`config.mk`:
```
export PLATFORM = sky130hd
export DESIGN_NAME = shfa_hub_arbiter
export DESIGN_NICKNAME = d
export VERILOG_FILES = /design/src/rtl/shfa_hub_arbiter.v
export VERILOG_INCLUDE_DIRS = /design/src /design/src/rtl
export SDC_FILE = /design/constraint.sdc
export NUM_CORES = 1
export LEC_CHECK = 0
export BUFFER_PORTS_ARGS = -buffer_cell sky130_fd_sc_hd__buf_2
export CORE_MARGIN = 1.5
export CORE_UTILIZATION = 45
export CTS_BUF_LIST = sky130_fd_sc_hd__clkbuf_2 sky130_fd_sc_hd__clkbuf_4 sky130_fd_sc_hd__clkbuf_8
export CTS_CLUSTER_SIZE = 28
export DETAILED_ROUTE_END_ITERATION = 16
export PLACE_DENSITY_LB_ADDON = 0.3
export SLEW_MARGIN = 10
export SYNTH_ARGS = -nofsm -noshare
export SYNTH_HDL_FRONTEND = slang
export SYNTH_SLANG_ARGS = --single-unit
export TNS_END_PERCENT = 10
```
`constraint.sdc`:
```
create_clock -name clock_in -period 3.1 [get_ports clock_in]
set_clock_uncertainty 0.1 [all_clocks]
set_input_delay 0.775 -clock clock_in [delete_from_list [all_inputs] [get_ports clock_in]]
set_output_delay 0.775 -clock clock_in [all_outputs]
set_load 0.01 [all_outputs]
```
`src/rtl/shfa_map.vh`:
```
// constants for the five-port hub arbiter: ids, port indices, phases, registers
// assumes inclusion by bare name from the hub arbiter design file
// Functional notes
// - fair mode replaces plain priority arbitration among host ports
// - only host ports rotate; controller port always outranks hosts
// - front selector input chooses fair enabled or disabled
// - hub always holds id 7; no attached device may use it
// - in fair mode hub wins arbitration and captures requesting host ids
// - grant goes to the highest captured id
// - granted id leaves the captured group before next comparison
// - after a grant ends, serve next captured id without new capture
// - when group is empty, capture afresh at the next arbitration
// - fair mode off: highest asserted id wins conventionally
// - fair mode off: host ids are not tied to physical ports
// - fair mode on: each host port has a fixed id in both address modes
// - jumper fitted: hosts use ids 0-3, controller ids 4-6
// - jumper removed: hosts use ids 12-15, controller ids 0-6
// - a port losing termination power is disabled alone
// - drive power indicator, and busy indicator while bus is busy
`ifndef SHFA_MAP_VH
`define SHFA_MAP_VH

// scsi id numbers
`define SHFA_HUB_ID        4'h7
`define SHFA_NARROW_HOST0  4'h0
`define SHFA_WIDE_HOST0    4'hc
`define SHFA_NARROW_CTL_LO 4'h4
`define SHFA_WIDE_CTL_LO   4'h0
`define SHFA_CTL_HI        4'h6

// port layout: ports 0..3 are hosts, port 4 is the controller port
`define SHFA_CTL_PORT      3'h4

// fair arbiter states
`define SHFA_ST_IDLE       2'h0
`define SHFA_ST_GRANT      2'h1
`define SHFA_ST_WAIT       2'h2

// register indices
`define SHFA_REG_CTRL      4'h0
`define SHFA_REG_STAT      4'h1
`define SHFA_REG_IRQ       4'h2
`define SHFA_REG_MASK      4'h3
`define SHFA_REG_GRANT     4'h4

// interrupt event bits
`define SHFA_EV_TPWR_LOST  0
`define SHFA_EV_GRANT      1
`define SHFA_EV_CAPTURE    2
`define SHFA_EV_BADID      3

// reset values
`define SHFA_CTRL_RST      8'h0_0
`define SHFA_MASK_RST      8'h0_0

`endif

```
`src/rtl/shfa_hub_arbiter.v`:
```
// five-port hub arbitration core: port enable, fair capture and grant, bus or
// assumes each segment's scsi bus signals already sampled synchronous to clock_in;
// selector and jumper inputs are static straps sampled every cycle
//
// Chosen here: the address map and the strobed register port.
`include "shfa_map.vh"

module shfa_hub_arbiter #(
  parameter NPORT = 5,
  parameter IDW   = 16
) (
  // clock and reset
  input  wire             clock_in,
  input  wire             rstn_in,
  // panel straps
  input  wire             fair_sel_in,
  input  wire             addr_mode_jumper_in,
  // per-port segment state
  input  wire [NPORT-1:0] tpwr_in,
  input  wire [NPORT-1:0] seg_bsy_in,
  input  wire [NPORT-1:0] seg_sel_in,
  input  wire [IDW-1:0]   seg_id0_in,
  input  wire [IDW-1:0]   seg_id1_in,
  input  wire [IDW-1:0]   seg_id2_in,
  input  wire [IDW-1:0]   seg_id3_in,
  input  wire [IDW-1:0]   seg_id4_in,
  // register port
  input  wire [3:0]       reg_addr_in,
  input  wire [7:0]       reg_wdata_in,
  input  wire             reg_wr_in,
  input  wire             reg_rd_in,
  output reg  [7:0]       reg_rdata_out,
  // segment drive
  output reg  [NPORT-1:0] port_en_out,
  output reg              bus_bsy_out,
  output reg              bus_sel_out,
  output reg  [IDW-1:0]   bus_id_out,
  output reg  [IDW-1:0]   grant_id_out,
  output reg              grant_valid_out,
  // indicators and interrupt
  output reg              power_led_out,
  output reg              busy_led_out,
  output reg              irq_out
);

  ////////////////////////////////////////////////////////////////////////////
  // port id map
  wire [3:0] host_base = addr_mode_jumper_in ? `SHFA_NARROW_HOST0 : `SHFA_WIDE_HOST0;
  wire [3:0] ctl_lo    = addr_mode_jumper_in ? `SHFA_NARROW_CTL_LO : `SHFA_WIDE_CTL_LO;
  wire [IDW-1:0] seg_id [0:NPORT-1];
  assign seg_id[0] = seg_id0_in;
  assign seg_id[1] = seg_id1_in;
  assign seg_id[2] = seg_id2_in;
  assign seg_id[3] = seg_id3_in;
  assign seg_id[4] = seg_id4_in;

  // control register: bit0 software disable of fair mode overlay
  reg  [7:0] ctrl_q;
  reg  [7:0] irq_q;
  reg  [7:0] mask_q;
  wire       fair_on = fair_sel_in & ~ctrl_q[0];

  ////////////////////////////////////////////////////////////////////////////
  // port enables follow termination power, each port independently
  always @(posedge clock_in or negedge rstn_in) begin
    if (!rstn_in) begin
      port_en_out <= {NPORT{1'b0}};
    end else begin
      port_en_out <= tpwr_in;
    end
  end

  // merged bus state over enabled segments only
  reg  [IDW-1:0] or_id;
  reg            or_bsy;
  reg            or_sel;
  integer        i;
  always @* begin
    or_id  = {IDW{1'b0}};
    or_bsy = 1'b0;
    or_sel = 1'b0;
    for (i = 0; i < NPORT; i = i + 1) begin
      if (port_en_out[i]) begin
        or_id  = or_id | seg_id[i];
        or_bsy = or_bsy | seg_bsy_in[i];
        or_sel = or_sel | seg_sel_in[i];
      end
    end
  end

  ////////////////////////////////////////////////////////////////////////////
  // host request bits at fixed port ids; foreign ids flag a bad setup
  reg  [3:0]     host_req;
  reg            ctl_req;
  reg            bad_id;
  reg  [IDW-1:0] legal;
  reg  [IDW-1:0] ctl_gid;
  integer        k;
  always @* begin
    host_req = 4'h0;
    legal    = {IDW{1'b0}};
    ctl_gid  = {IDW{1'b0}};
    for (k = 0; k < 4; k = k + 1) begin
      host_req[k] = port_en_out[k] & seg_id[k][host_base + k[3:0]];
      legal[host_base + k[3:0]] = 1'b1;
    end
    ctl_req = 1'b0;
    for (k = 0; k < 7; k = k + 1) begin
      if (k[3:0] >= ctl_lo) begin
        ctl_req = ctl_req | (port_en_out[`SHFA_CTL_PORT] & seg_id[`SHFA_CTL_PORT][k]);
        legal[k] = 1'b1;
        // ascending scan, so the highest requesting controller id is kept
        if (port_en_out[`SHFA_CTL_PORT] & seg_id[`SHFA_CTL_PORT][k]) begin
          ctl_gid = {{(IDW-1){1'b0}}, 1'b1} << k;
        end
      end
    end
    bad_id = fair_on & or_bsy & ~or_sel & (|(or_id & ~legal));
  end

  ////////////////////////////////////////////////////////////////////////////
  // fair scheduler: capture group, grant highest, remove, wait for free bus
  reg  [1:0] st_q;
  reg  [3:0] group_q;
  reg  [1:0] sel_idx;
  reg        pick_ok;
  integer    j;
  always @* begin
    sel_idx = 2'h0;
    pick_ok = 1'b0;
    for (j = 0; j < 4; j = j + 1) begin
      if (group_q[j]) begin
        sel_idx = j[1:0];
        pick_ok = 1'b1;
      end
    end
  end

  wire arb_phase = or_bsy & ~or_sel;
  reg  ev_grant;
  reg  ev_cap;
  reg  took_q;    // granted owner has been seen on the bus
  always @(posedge clock_in or negedge rstn_in) begin
    if (!rstn_in) begin
      st_q         <= `SHFA_ST_IDLE;
      group_q      <= 4'h0;
      grant_id_out <= {IDW{1'b0}};
      grant_valid_out <= 1'b0;
      ev_grant     <= 1'b0;
      ev_cap       <= 1'b0;
      took_q       <= 1'b0;
    end else begin
      ev_grant <= 1'b0;
      ev_cap   <= 1'b0;
      case (st_q)
        `SHFA_ST_IDLE: begin
          grant_valid_out <= 1'b0;
          if (fair_on && ctl_req && arb_phase) begin
            grant_id_out    <= ctl_gid;
            grant_valid_out <= 1'b1;
            ev_grant        <= 1'b1;
            st_q            <= `SHFA_ST_WAIT;
          end else if (fair_on && pick_ok) begin
            st_q <= `SHFA_ST_GRANT;
          end else if (fair_on && arb_phase && |host_req) begin
            group_q <= host_req;
            ev_cap  <= 1'b1;
            st_q    <= `SHFA_ST_GRANT;
          end
        end
        `SHFA_ST_GRANT: begin
          grant_id_out    <= {{(IDW-1){1'b0}}, 1'b1} << (host_base + {2'b00, sel_idx});
          grant_valid_out <= 1'b1;
          group_q[sel_idx] <= 1'b0;
          ev_grant <= 1'b1;
          st_q     <= `SHFA_ST_WAIT;
        end
        `SHFA_ST_WAIT: begin
          // wait for the owner to take the bus, then for it to let go;
          // an owner that never shows up leaves the hub waiting here
          if (or_bsy && or_sel) begin
            took_q <= 1'b1;
          end else if (took_q && !or_bsy) begin
            took_q          <= 1'b0;
            grant_valid_out <= 1'b0;
            st_q <= `SHFA_ST_IDLE;
          end
        end
        default: st_q <= `SHFA_ST_IDLE;
      endcase
      if (!fair_on) begin
        group_q <= 4'h0;
      end
    end
  end

  ////////////////////////////////////////////////////////////////////////////
  // bus drive: fair mode shows hub id then the granted id; off, pass through
  always @(posedge clock_in or negedge rstn_in) begin
    if (!rstn_in) begin
      bus_id_out  <= {IDW{1'b0}};
      bus_bsy_out <= 1'b0;
      bus_sel_out <= 1'b0;
    end else begin
      bus_bsy_out <= or_bsy;
      bus_sel_out <= or_sel;
      if (fair_on && arb_phase) begin
        // hub asserts id 7 to win, then lets the granted id through
        bus_id_out <= grant_valid_out ? grant_id_out
                    : ({{(IDW-1){1'b0}}, 1'b1} << `SHFA_HUB_ID);
      end else begin
        // all ids pass; winner is the highest asserted, no port binding
        bus_id_out <= or_id;
      end
    end
  end

  ////////////////////////////////////////////////////////////////////////////
  // indicators
  always @(posedge clock_in or negedge rstn_in) begin
    if (!rstn_in) begin
      power_led_out <= 1'b0;
      busy_led_out  <= 1'b0;
    end else begin
      power_led_out <= 1'b1;
      busy_led_out  <= or_bsy;
    end
  end

  ////////////////////////////////////////////////////////////////////////////
  // registers; set beats read-clear so no event is lost
  reg  [NPORT-1:0] tpwr_q;
  wire [7:0]       ev;
  assign ev = {4'h0, bad_id, ev_cap, ev_grant, |(tpwr_q & ~tpwr_in)};
  wire rd_irq = reg_rd_in && (reg_addr_in == `SHFA_REG_IRQ);

  always @(posedge clock_in or negedge rstn_in) begin
    if (!rstn_in) begin
      ctrl_q        <= `SHFA_CTRL_RST;
      mask_q        <= `SHFA_MASK_RST;
      irq_q         <= 8'h0_0;
      tpwr_q        <= {NPORT{1'b0}};
      reg_rdata_out <= 8'h0_0;
      irq_out       <= 1'b0;
    end else begin
      tpwr_q  <= tpwr_in;
      irq_q   <= (rd_irq ? 8'h0_0 : irq_q) | ev;
      irq_out <= |(irq_q & mask_q);
      if (reg_wr_in) begin
        case (reg_addr_in)
          `SHFA_REG_CTRL: ctrl_q <= reg_wdata_in;
          `SHFA_REG_MASK: mask_q <= reg_wdata_in;
          default: ;
        endcase
      end
      reg_rdata_out <= 8'h0_0;
      if (reg_rd_in) begin
        case (reg_addr_in)
          `SHFA_REG_CTRL:  reg_rdata_out <= ctrl_q;
          `SHFA_REG_STAT:  reg_rdata_out <= {st_q, fair_on, port_en_out};
          `SHFA_REG_IRQ:   reg_rdata_out <= irq_q;
          `SHFA_REG_MASK:  reg_rdata_out <= mask_q;
          `SHFA_REG_GRANT: reg_rdata_out <= {group_q, grant_id_out[15:12] | grant_id_out[3:0]};
          default:         reg_rdata_out <= 8'h0_0;
        endcase
      end
    end
  end

endmodule

```
# [After elaboration in Yosys (flattened, before gate mapping)]
# Cells that the tools add are included.
[totals] wordCells=229 in_bits=113 register_bits=83 output_inout_bits=51
[op_classes] bitwise_logic=48 n_reduce_logical=30 shifts=1 addsub=4 n_lt_le_gt_ge=17 n_eq_ne=14 muxes=98
[ops] cell="$mux W16" n=20
[ops] cell="$or A16 B16 Y16" n=7
[ops] cell="$mux W1" n=48
[ops] cell="$pmux W8 S5" n=1
[ops] cell="$pmux W16 S2" n=1
[ops] cell="$lt A4 B5 Y1 const B" n=4
[ops] cell="$mux W4" n=5
[ops] cell="$and A1 B1 Y1" n=16
[ops] cell="$and A16 B16 Y16" n=1
[ops] cell="$bmux W1 S4" n=4
[ops] cell="$demux W1 S4" n=4
[ops] cell="$ge A4 B1 Y1 const B" n=4
[ops] cell="$mux W8" n=2
[ops] cell="$not A16 Y16" n=1
[ops] cell="$reduce_or A16 Y1" n=1
[ops] cell="$shl A1 B4 Y16 const A" n=1
[ops] cell="$mux W2" n=7
[ops] cell="$or A1 B1 Y1" n=14
[ops] cell="$logic_and A1 B1 Y1" n=13
[ops] cell="$ge A3 B3 Y1 const A" n=3
[ops] cell="$ne A3 B3 Y1 const B" n=3
[ops] cell="$add A4 B2 Y4 const B" n=2
[ops] cell="$and A8 B8 Y8" n=1
[ops] cell="$eq A4 B2 Y1 const B" n=2
[ops] cell="other kinds (37)" n=47

# [Longest topological paths before layout]
[logic_depth] depth_word=20 mapped_depth=8 depth_no_buf=7

# [Worst setup path after synthesis]
# No wires, ideal clock.
[synth_timing] path_type="input to register" start="input seg_sel_in[0]" end="register grant_id_out[1]" n_path_buf=1 t_required_ns=2.875 setup_ns=0.125 path_slack_ns=0.521 arrival_time_ns=2.354 stages=6 path_cell_list="a222oi_1 > nand3_2 > nor4b_4 > mux2i_2 > buf_6 > mux2_4"
[synth_between] elab_chain_cells=14
[synth_lines] element="start: declaration" line="shfa_hub_arbiter.v:21" rtl="input wire [NPORT-1:0] seg_sel_in,"
[synth_lines] element="$mux W1 (*)" line="shfa_hub_arbiter.v:83" rtl="if (port_en_out[i]) begin"
[synth_lines] element="$or A1 B1 Y1" line="shfa_hub_arbiter.v:86" rtl="or_sel = or_sel | seg_sel_in[i];"
[synth_lines] element="$mux W1 (*)" line="shfa_hub_arbiter.v:83"
[synth_lines] element="$or A1 B1 Y1" line="shfa_hub_arbiter.v:86"
[synth_lines] element="$mux W1 (*)" line="shfa_hub_arbiter.v:83"
[synth_lines] element="$or A1 B1 Y1" line="shfa_hub_arbiter.v:86"
[synth_lines] element="$mux W1 (*)" line="shfa_hub_arbiter.v:83"
[synth_lines] element="$or A1 B1 Y1" line="shfa_hub_arbiter.v:86"
[synth_lines] element="$mux W1 (*)" line="shfa_hub_arbiter.v:83"
[synth_lines] element="$not A1 Y1 (*)" line="shfa_hub_arbiter.v:139" rtl="wire arb_phase = or_bsy & ~or_sel;"
[synth_lines] element="$and A1 B1 Y1 (*)" line="shfa_hub_arbiter.v:139"
[synth_lines] element="$logic_and A1 B1 Y1 (*)" line="shfa_hub_arbiter.v:158" rtl="if (fair_on && ctl_req && arb_phase) begin"
[synth_lines] element="$ne A2 B2 Y1 (no line) (*)"
[synth_lines] element="$reduce_and A2 Y1 (no line) (*)"
[synth_lines] element="end signal: assignment" line="shfa_hub_arbiter.v:147" rtl="grant_id_out <= {IDW{1'b0}};"
[synth_lines] element="end signal: assignment" line="shfa_hub_arbiter.v:159" rtl="grant_id_out <= ctl_gid;"
[synth_lines] element="end signal: assignment" line="shfa_hub_arbiter.v:172" rtl="grant_id_out <= {{(IDW-1){1'b0}}, 1'b1} << (host_base + {2'b00, sel_idx});"
[synth_lines] element="end: declaration" line="shfa_hub_arbiter.v:38" rtl="output reg [IDW-1:0] grant_id_out,"
# Mark *: on every way between the ends. The rest lies on a longest branch, timed or not.
# A chain may end at the register's enable or synchronous reset.

# [Worst setup path after layout]
[layout_timing] start="input seg_sel_in[0]" end="register group_q[1]"
[layout_between] elab_chain_cells=15 elab_cells_between_ends=17 classes_between="eq/ne (2); mux (5); bitwise (6); reduce/logical (4)"
[layout_lines] element="$mux W1 (*)" line="shfa_hub_arbiter.v:83"
[layout_lines] element="$or A1 B1 Y1" line="shfa_hub_arbiter.v:86"
[layout_lines] element="$mux W1 (*)" line="shfa_hub_arbiter.v:83"
[layout_lines] element="$or A1 B1 Y1" line="shfa_hub_arbiter.v:86"
[layout_lines] element="$mux W1 (*)" line="shfa_hub_arbiter.v:83"
[layout_lines] element="$or A1 B1 Y1" line="shfa_hub_arbiter.v:86"
[layout_lines] element="$mux W1 (*)" line="shfa_hub_arbiter.v:83"
[layout_lines] element="$or A1 B1 Y1" line="shfa_hub_arbiter.v:86"
[layout_lines] element="$mux W1 (*)" line="shfa_hub_arbiter.v:83"
[layout_lines] element="$not A1 Y1 (*)" line="shfa_hub_arbiter.v:139"
[layout_lines] element="$and A1 B1 Y1 (*)" line="shfa_hub_arbiter.v:139"
[layout_lines] element="$logic_and A1 B1 Y1 (2 in series)" line="shfa_hub_arbiter.v:165" rtl="end else if (fair_on && arb_phase && |host_req) begin"
[layout_lines] element="$ne A3 B3 Y1 (no line)"
[layout_lines] element="$reduce_and A4 Y1 (no line) (*)"
[layout_lines] element="end signal: assignment" line="shfa_hub_arbiter.v:166" rtl="group_q <= host_req;"
[layout_lines] element="end: declaration" line="shfa_hub_arbiter.v:124" rtl="reg [3:0] group_q;"
# Marks and branches as above.

==> metrics.md <==
| Metric | Value |
|---|---|
| Number of antenna violations at the first check in global routing | 0 |
| Global placement routability congestion | ~0.92 |
| Most numerous cell in the Yosys netlist | sky130_fd_sc_hd__dfrtp_1 |
| Largest family of logic cells by synthesized area | compound AO/OA/AOI/OAI gates |
| Adder and majority cell fraction of the synthesized area | 1.27% |
| Fin cells | 646 |
| Syn. warnings | 0 |
| Pins over their slew limit | 0 |
| Clock sink count | 79 |
| Area of the die | 9360 um2 |
| Worst ir drop on vdd | 0.350 mV |
| Cell chain of the critical path | buf_2 > a222oi_1 > nand3_2 > a311oi_2 > a41oi_1 > o31ai_1 |
| Max Fclk | approximately 400 MHz |
| Area growth syn-to-layout | 30.2% |
| Multiplexer fraction of the synthesized cell area | 9.65% |
| Arrival time of data at the critical path endpoint | 2.65 ns |
| Wirelength, routed | 12.9 mm |
| # resized after CTS | 0 |
| Num rows | 34 |
| Num CTS Buffers | 9 |
| Startpoint of the most critical register-to-register path | tpwr_q[0] |
| Latest clock arrival within the worst-skew pair | 0.35 ns |
| Via count of the routed design | 3,981 |
| Cell types occupying the most area after synthesis | sky130_fd_sc_hd__dfrtp_1 (50%), sky130_fd_sc_hd__mux2_2 (7.4%), sky130_fd_sc_hd__a222oi_1 (5.8%) |
| Total of flip-flops plus latches after synthesis | 79 |
| Number of buffers inserted by port buffering | 163 |
| Final period utilization | between 80 and 90% |
| Net count after synthesis | about 490 |
| Die boundary width | 96.8 um |
| Clock transition at path regs | around 0.080 ns |
| Via density | 6.16 |
| Number of hold violations in the final report | 0 |
| Data required time at the worst endpoint | 3.24 ns |
| Slew margin rel. | 51.1% |
| Detailed-placement wirelength estimate | around 9.5 mm |
| Total Routing Usage GR | between 20 and 30% |
| Power per unit of standard cell area | 591 nW/um2 |
| Static power due to leakage | 2.49 nW |
| Crit path launch type | primary input |
| Fin Setup TNS | 0 ns |
| Number of cell instances on the worst register-to-register path | 5 |
| Kind of path behind the tightest hold check | primary input to asynchronous set/reset pin |
| Simple-gate area share of the yosys netlist | 11.7% |
| Detailed-route DRC error count | 0 |
| Mean cell area of the mapped netlist | about 11 um2 |
| Final standard cell utilization of the core | a little under 60% |
| Synth top area share | 50.0% |
| Number of levels in the clock H-tree | 3 |
| Final Net Count | between 600 and 700 |
| Compound-cell area share of the yosys netlist | 23.2% |
| Number of buffers added for setup after CTS | 0 |
| Sequential cell area in the final layout | a little under 2000 um2 |
| Syn Std Cell Area | 3960 um2 |
| Ratio of cells with drive above 1 in the final layout | 42.6% |
| Share of flip-flops with an asynchronous set or reset after synthesis | 100% |
| Final antenna-violating net count | 0 |
| Endpoint kind of the worst setup timing path | register |
| Result of the run | finished, final reports clean |
| Largest stage delay, worst path | 0.48 ns |
| Via count of the first global-routing pass | 4,028 |
| # placed instances | 631 |
| Number of synthesized flops with an enable pin | 0 |
| I/O Pins | 164 |
| Combined area of the multi-input logic cells | 1820 um2 |
| Count of max-cap constraint violations | 0 |
| CP Max Fanout | 5 |
| Post-detailed-route wirelength per cell | approximately 20 um |
| Post-synthesis sequential area ratio | 50.0% |
| Root buf cell | sky130_fd_sc_hd__clkbuf_8 |
| Number of instances in the synthesized netlist | 370 |
| R2R Setup Slk | just over 0.7 ns |
| Buf+Inv Stages, Crit Path | 1 |
| Critical path start-end classification | primary input to register |
| Number of antenna cells inserted | 0 |
| Slowest cell on the critical path | sky130_fd_sc_hd__a222oi_1 |
| Library cells used by synthesis | 54 |
| Overflow left after global routing | 0 |
| Final Setup Violations | 0 |
| Pin count of the biggest net entering global routing | 52 |
| Drt first pass iters | 7 |
| Fraction of synthesized cell area in xor and xnor cells | 0% |
| Core Footprint | 8640 um2 |
| Most numerous cell types in the synthesized netlist | sky130_fd_sc_hd__dfrtp_1 (79), sky130_fd_sc_hd__nand2_1 (43), sky130_fd_sc_hd__mux2_2 (26) |
| Die Y | 96.8 um |
| Initial DRC count | 434 |
| Dominant register cell in the synthesized netlist | sky130_fd_sc_hd__dfrtp_1 |
| Fillers | ~750 |
| Maximum buffer depth of the clock tree | 2 |
| Worst slew pin tran | around 0.73 ns |
| Cts hold-fix bufs | 0 |
| CTS tree | yes |
| Cell type contributing the most total cell area after synthesis | sky130_fd_sc_hd__dfrtp_1 |
| R2r endpoint | group_q[1] |
| Setup repair after global routing missed its margin | no |
| Minimum clock period after layout | between 2 and 3 ns |
| Initial core utilization | 45.8% |
| First-pass GRT wire length | 20.7 mm |
| Crit path max-delay family | compound AO/OA/AOI/OAI gates |
sequential cells by signal (all words and copies together) (netlist names):
signal and flops:
bus_id_out 16, bus_sel_out 1, busy_led_out 1, ctrl_q 8, ev_cap 1, ev_grant 1
grant_id_out 16, grant_valid_out 1, group_q 4, irq_out 1, irq_q 4, mask_q 8
power_led_out 1, reg_rdata_out 8, st_q 2, took_q 1, tpwr_q 5
worst max path at each step:
stage | from | end | slack, ns | cells past startpoint
2_1_floorplan | seg_sel_in[0] | grant_id_out[1] | 0.52 | 6
3_3_place_gp | seg_sel_in[0] | group_q[3] | 0.34 | 6
3_5_place_dp | seg_sel_in[0] | group_q[3] | 0.28 | 6
4_1_cts | seg_sel_in[0] | group_q[3] | 0.66 | 6
5_1_grt | seg_sel_in[0] | group_q[1] | 0.47 | 6
6_report | seg_sel_in[0] | group_q[1] | 0.59 | 6
worst reg2reg max path: stages, from the launching register on:
cell                       delay (ns)
sky130_fd_sc_hd__dfrtp_1         0.40
sky130_fd_sc_hd__a222oi_1        0.48
sky130_fd_sc_hd__nand3_2         0.22
sky130_fd_sc_hd__a311oi_2        0.45
sky130_fd_sc_hd__a41oi_1         0.28
sky130_fd_sc_hd__o31ai_1         0.35
report_power, final:
part / leakage (nW) / switching (mW) / total [mW] / internal (mW)
sequential: 0.970 / 0.156 / 1.35 / 1.19
clock: 0.116 / 0.387 / 0.930 / 0.543
combinational: 1.40 / 0.415 / 0.763 / 0.348
per-layer routing:
metal | routed length [um] | up-vias | global-route usage (%) | share of wire [%]
li1 | - | 1760 | - | -
met1 | 5060 | 1958 | 36.5 | 39
met2 | 6270 | 234 | 45.9 | 49
met3 | 1230 | 29 | 6.58 | 9.5
met4 | 346 | 0 | 10.3 | 2.7
met5 | 0 | - | 0 | 0
cell type report:
| type | count | area share [%] |
|---|---|---|
| sequential | 79 | 38.4 |
| multi-input combinational | 253 | 35.3 |
| clock buffer | 10 | 2.55 |
| clock inverter | 5 | 2.07 |
| inverter | 15 | 1.09 |
| tap | 108 | 2.62 |
| timing repair buffer | 176 | 18.0 |
cells in the final DEF (no fill, tap or decap), types with 3 or more instances in the layout:
| cell | netlist | routed |
|---|---|---|
| sky130_fd_sc_hd__mux2i_1 | 3 | 3 |
| sky130_fd_sc_hd__nor3_1 | 4 | 4 |
| sky130_fd_sc_hd__and2_1 | 7 | 7 |
| sky130_fd_sc_hd__a21oi_1 | 23 | 23 |
| sky130_fd_sc_hd__buf_4 | 1 | 13 |
| sky130_fd_sc_hd__o311ai_0 | 4 | 4 |
| sky130_fd_sc_hd__nor2_1 | 12 | 12 |
| sky130_fd_sc_hd__nand2b_1 | 3 | 3 |
| sky130_fd_sc_hd__ha_1 | 4 | 4 |
| sky130_fd_sc_hd__a222oi_1 | 23 | 23 |
| sky130_fd_sc_hd__mux2_2 | 26 | 26 |
| sky130_fd_sc_hd__a31oi_1 | 15 | 15 |
| sky130_fd_sc_hd__bufinv_16 | 0 | 3 |
| sky130_fd_sc_hd__buf_2 | 1 | 162 |
| sky130_fd_sc_hd__o21ai_0 | 12 | 12 |
| sky130_fd_sc_hd__clkbuf_8 | 0 | 9 |
| sky130_fd_sc_hd__dfrtp_1 | 79 | 79 |
| sky130_fd_sc_hd__inv_1 | 15 | 15 |
| sky130_fd_sc_hd__a22oi_1 | 24 | 24 |
| sky130_fd_sc_hd__a41oi_1 | 5 | 5 |
| sky130_fd_sc_hd__mux2_4 | 3 | 3 |
| sky130_fd_sc_hd__o21a_1 | 3 | 3 |
| sky130_fd_sc_hd__nand2_1 | 43 | 43 |
| sky130_fd_sc_hd__nor4_1 | 4 | 4 |
cells by family after synthesis:
family          count (synthesis)
mux                            33
flops                          79
simple gates                   90
compound gates                125
fa+ha+maj                       4
other cells                     1
buf+inv                        38
through the flow:
| stage | power, mW | instance area, um2 | setup slack [ns] | hold WS, ns |
|---|---|---|---|---|
| CTS | 3.04 | 5150 | 0.663 | 0.354 |
| global placement | 2.09 | 4910 | 0.336 | 0.312 |
| finish | 3.04 | 5150 | 0.593 | 0.350 |
| global route | 3.18 | 5150 | 0.466 | 0.364 |
| floorplan | 1.78 | 3960 | 0.521 | 0.304 |
| detailed placement | 2.12 | 4910 | 0.277 | 0.329 |
Power figures use the tool's default switching activity.
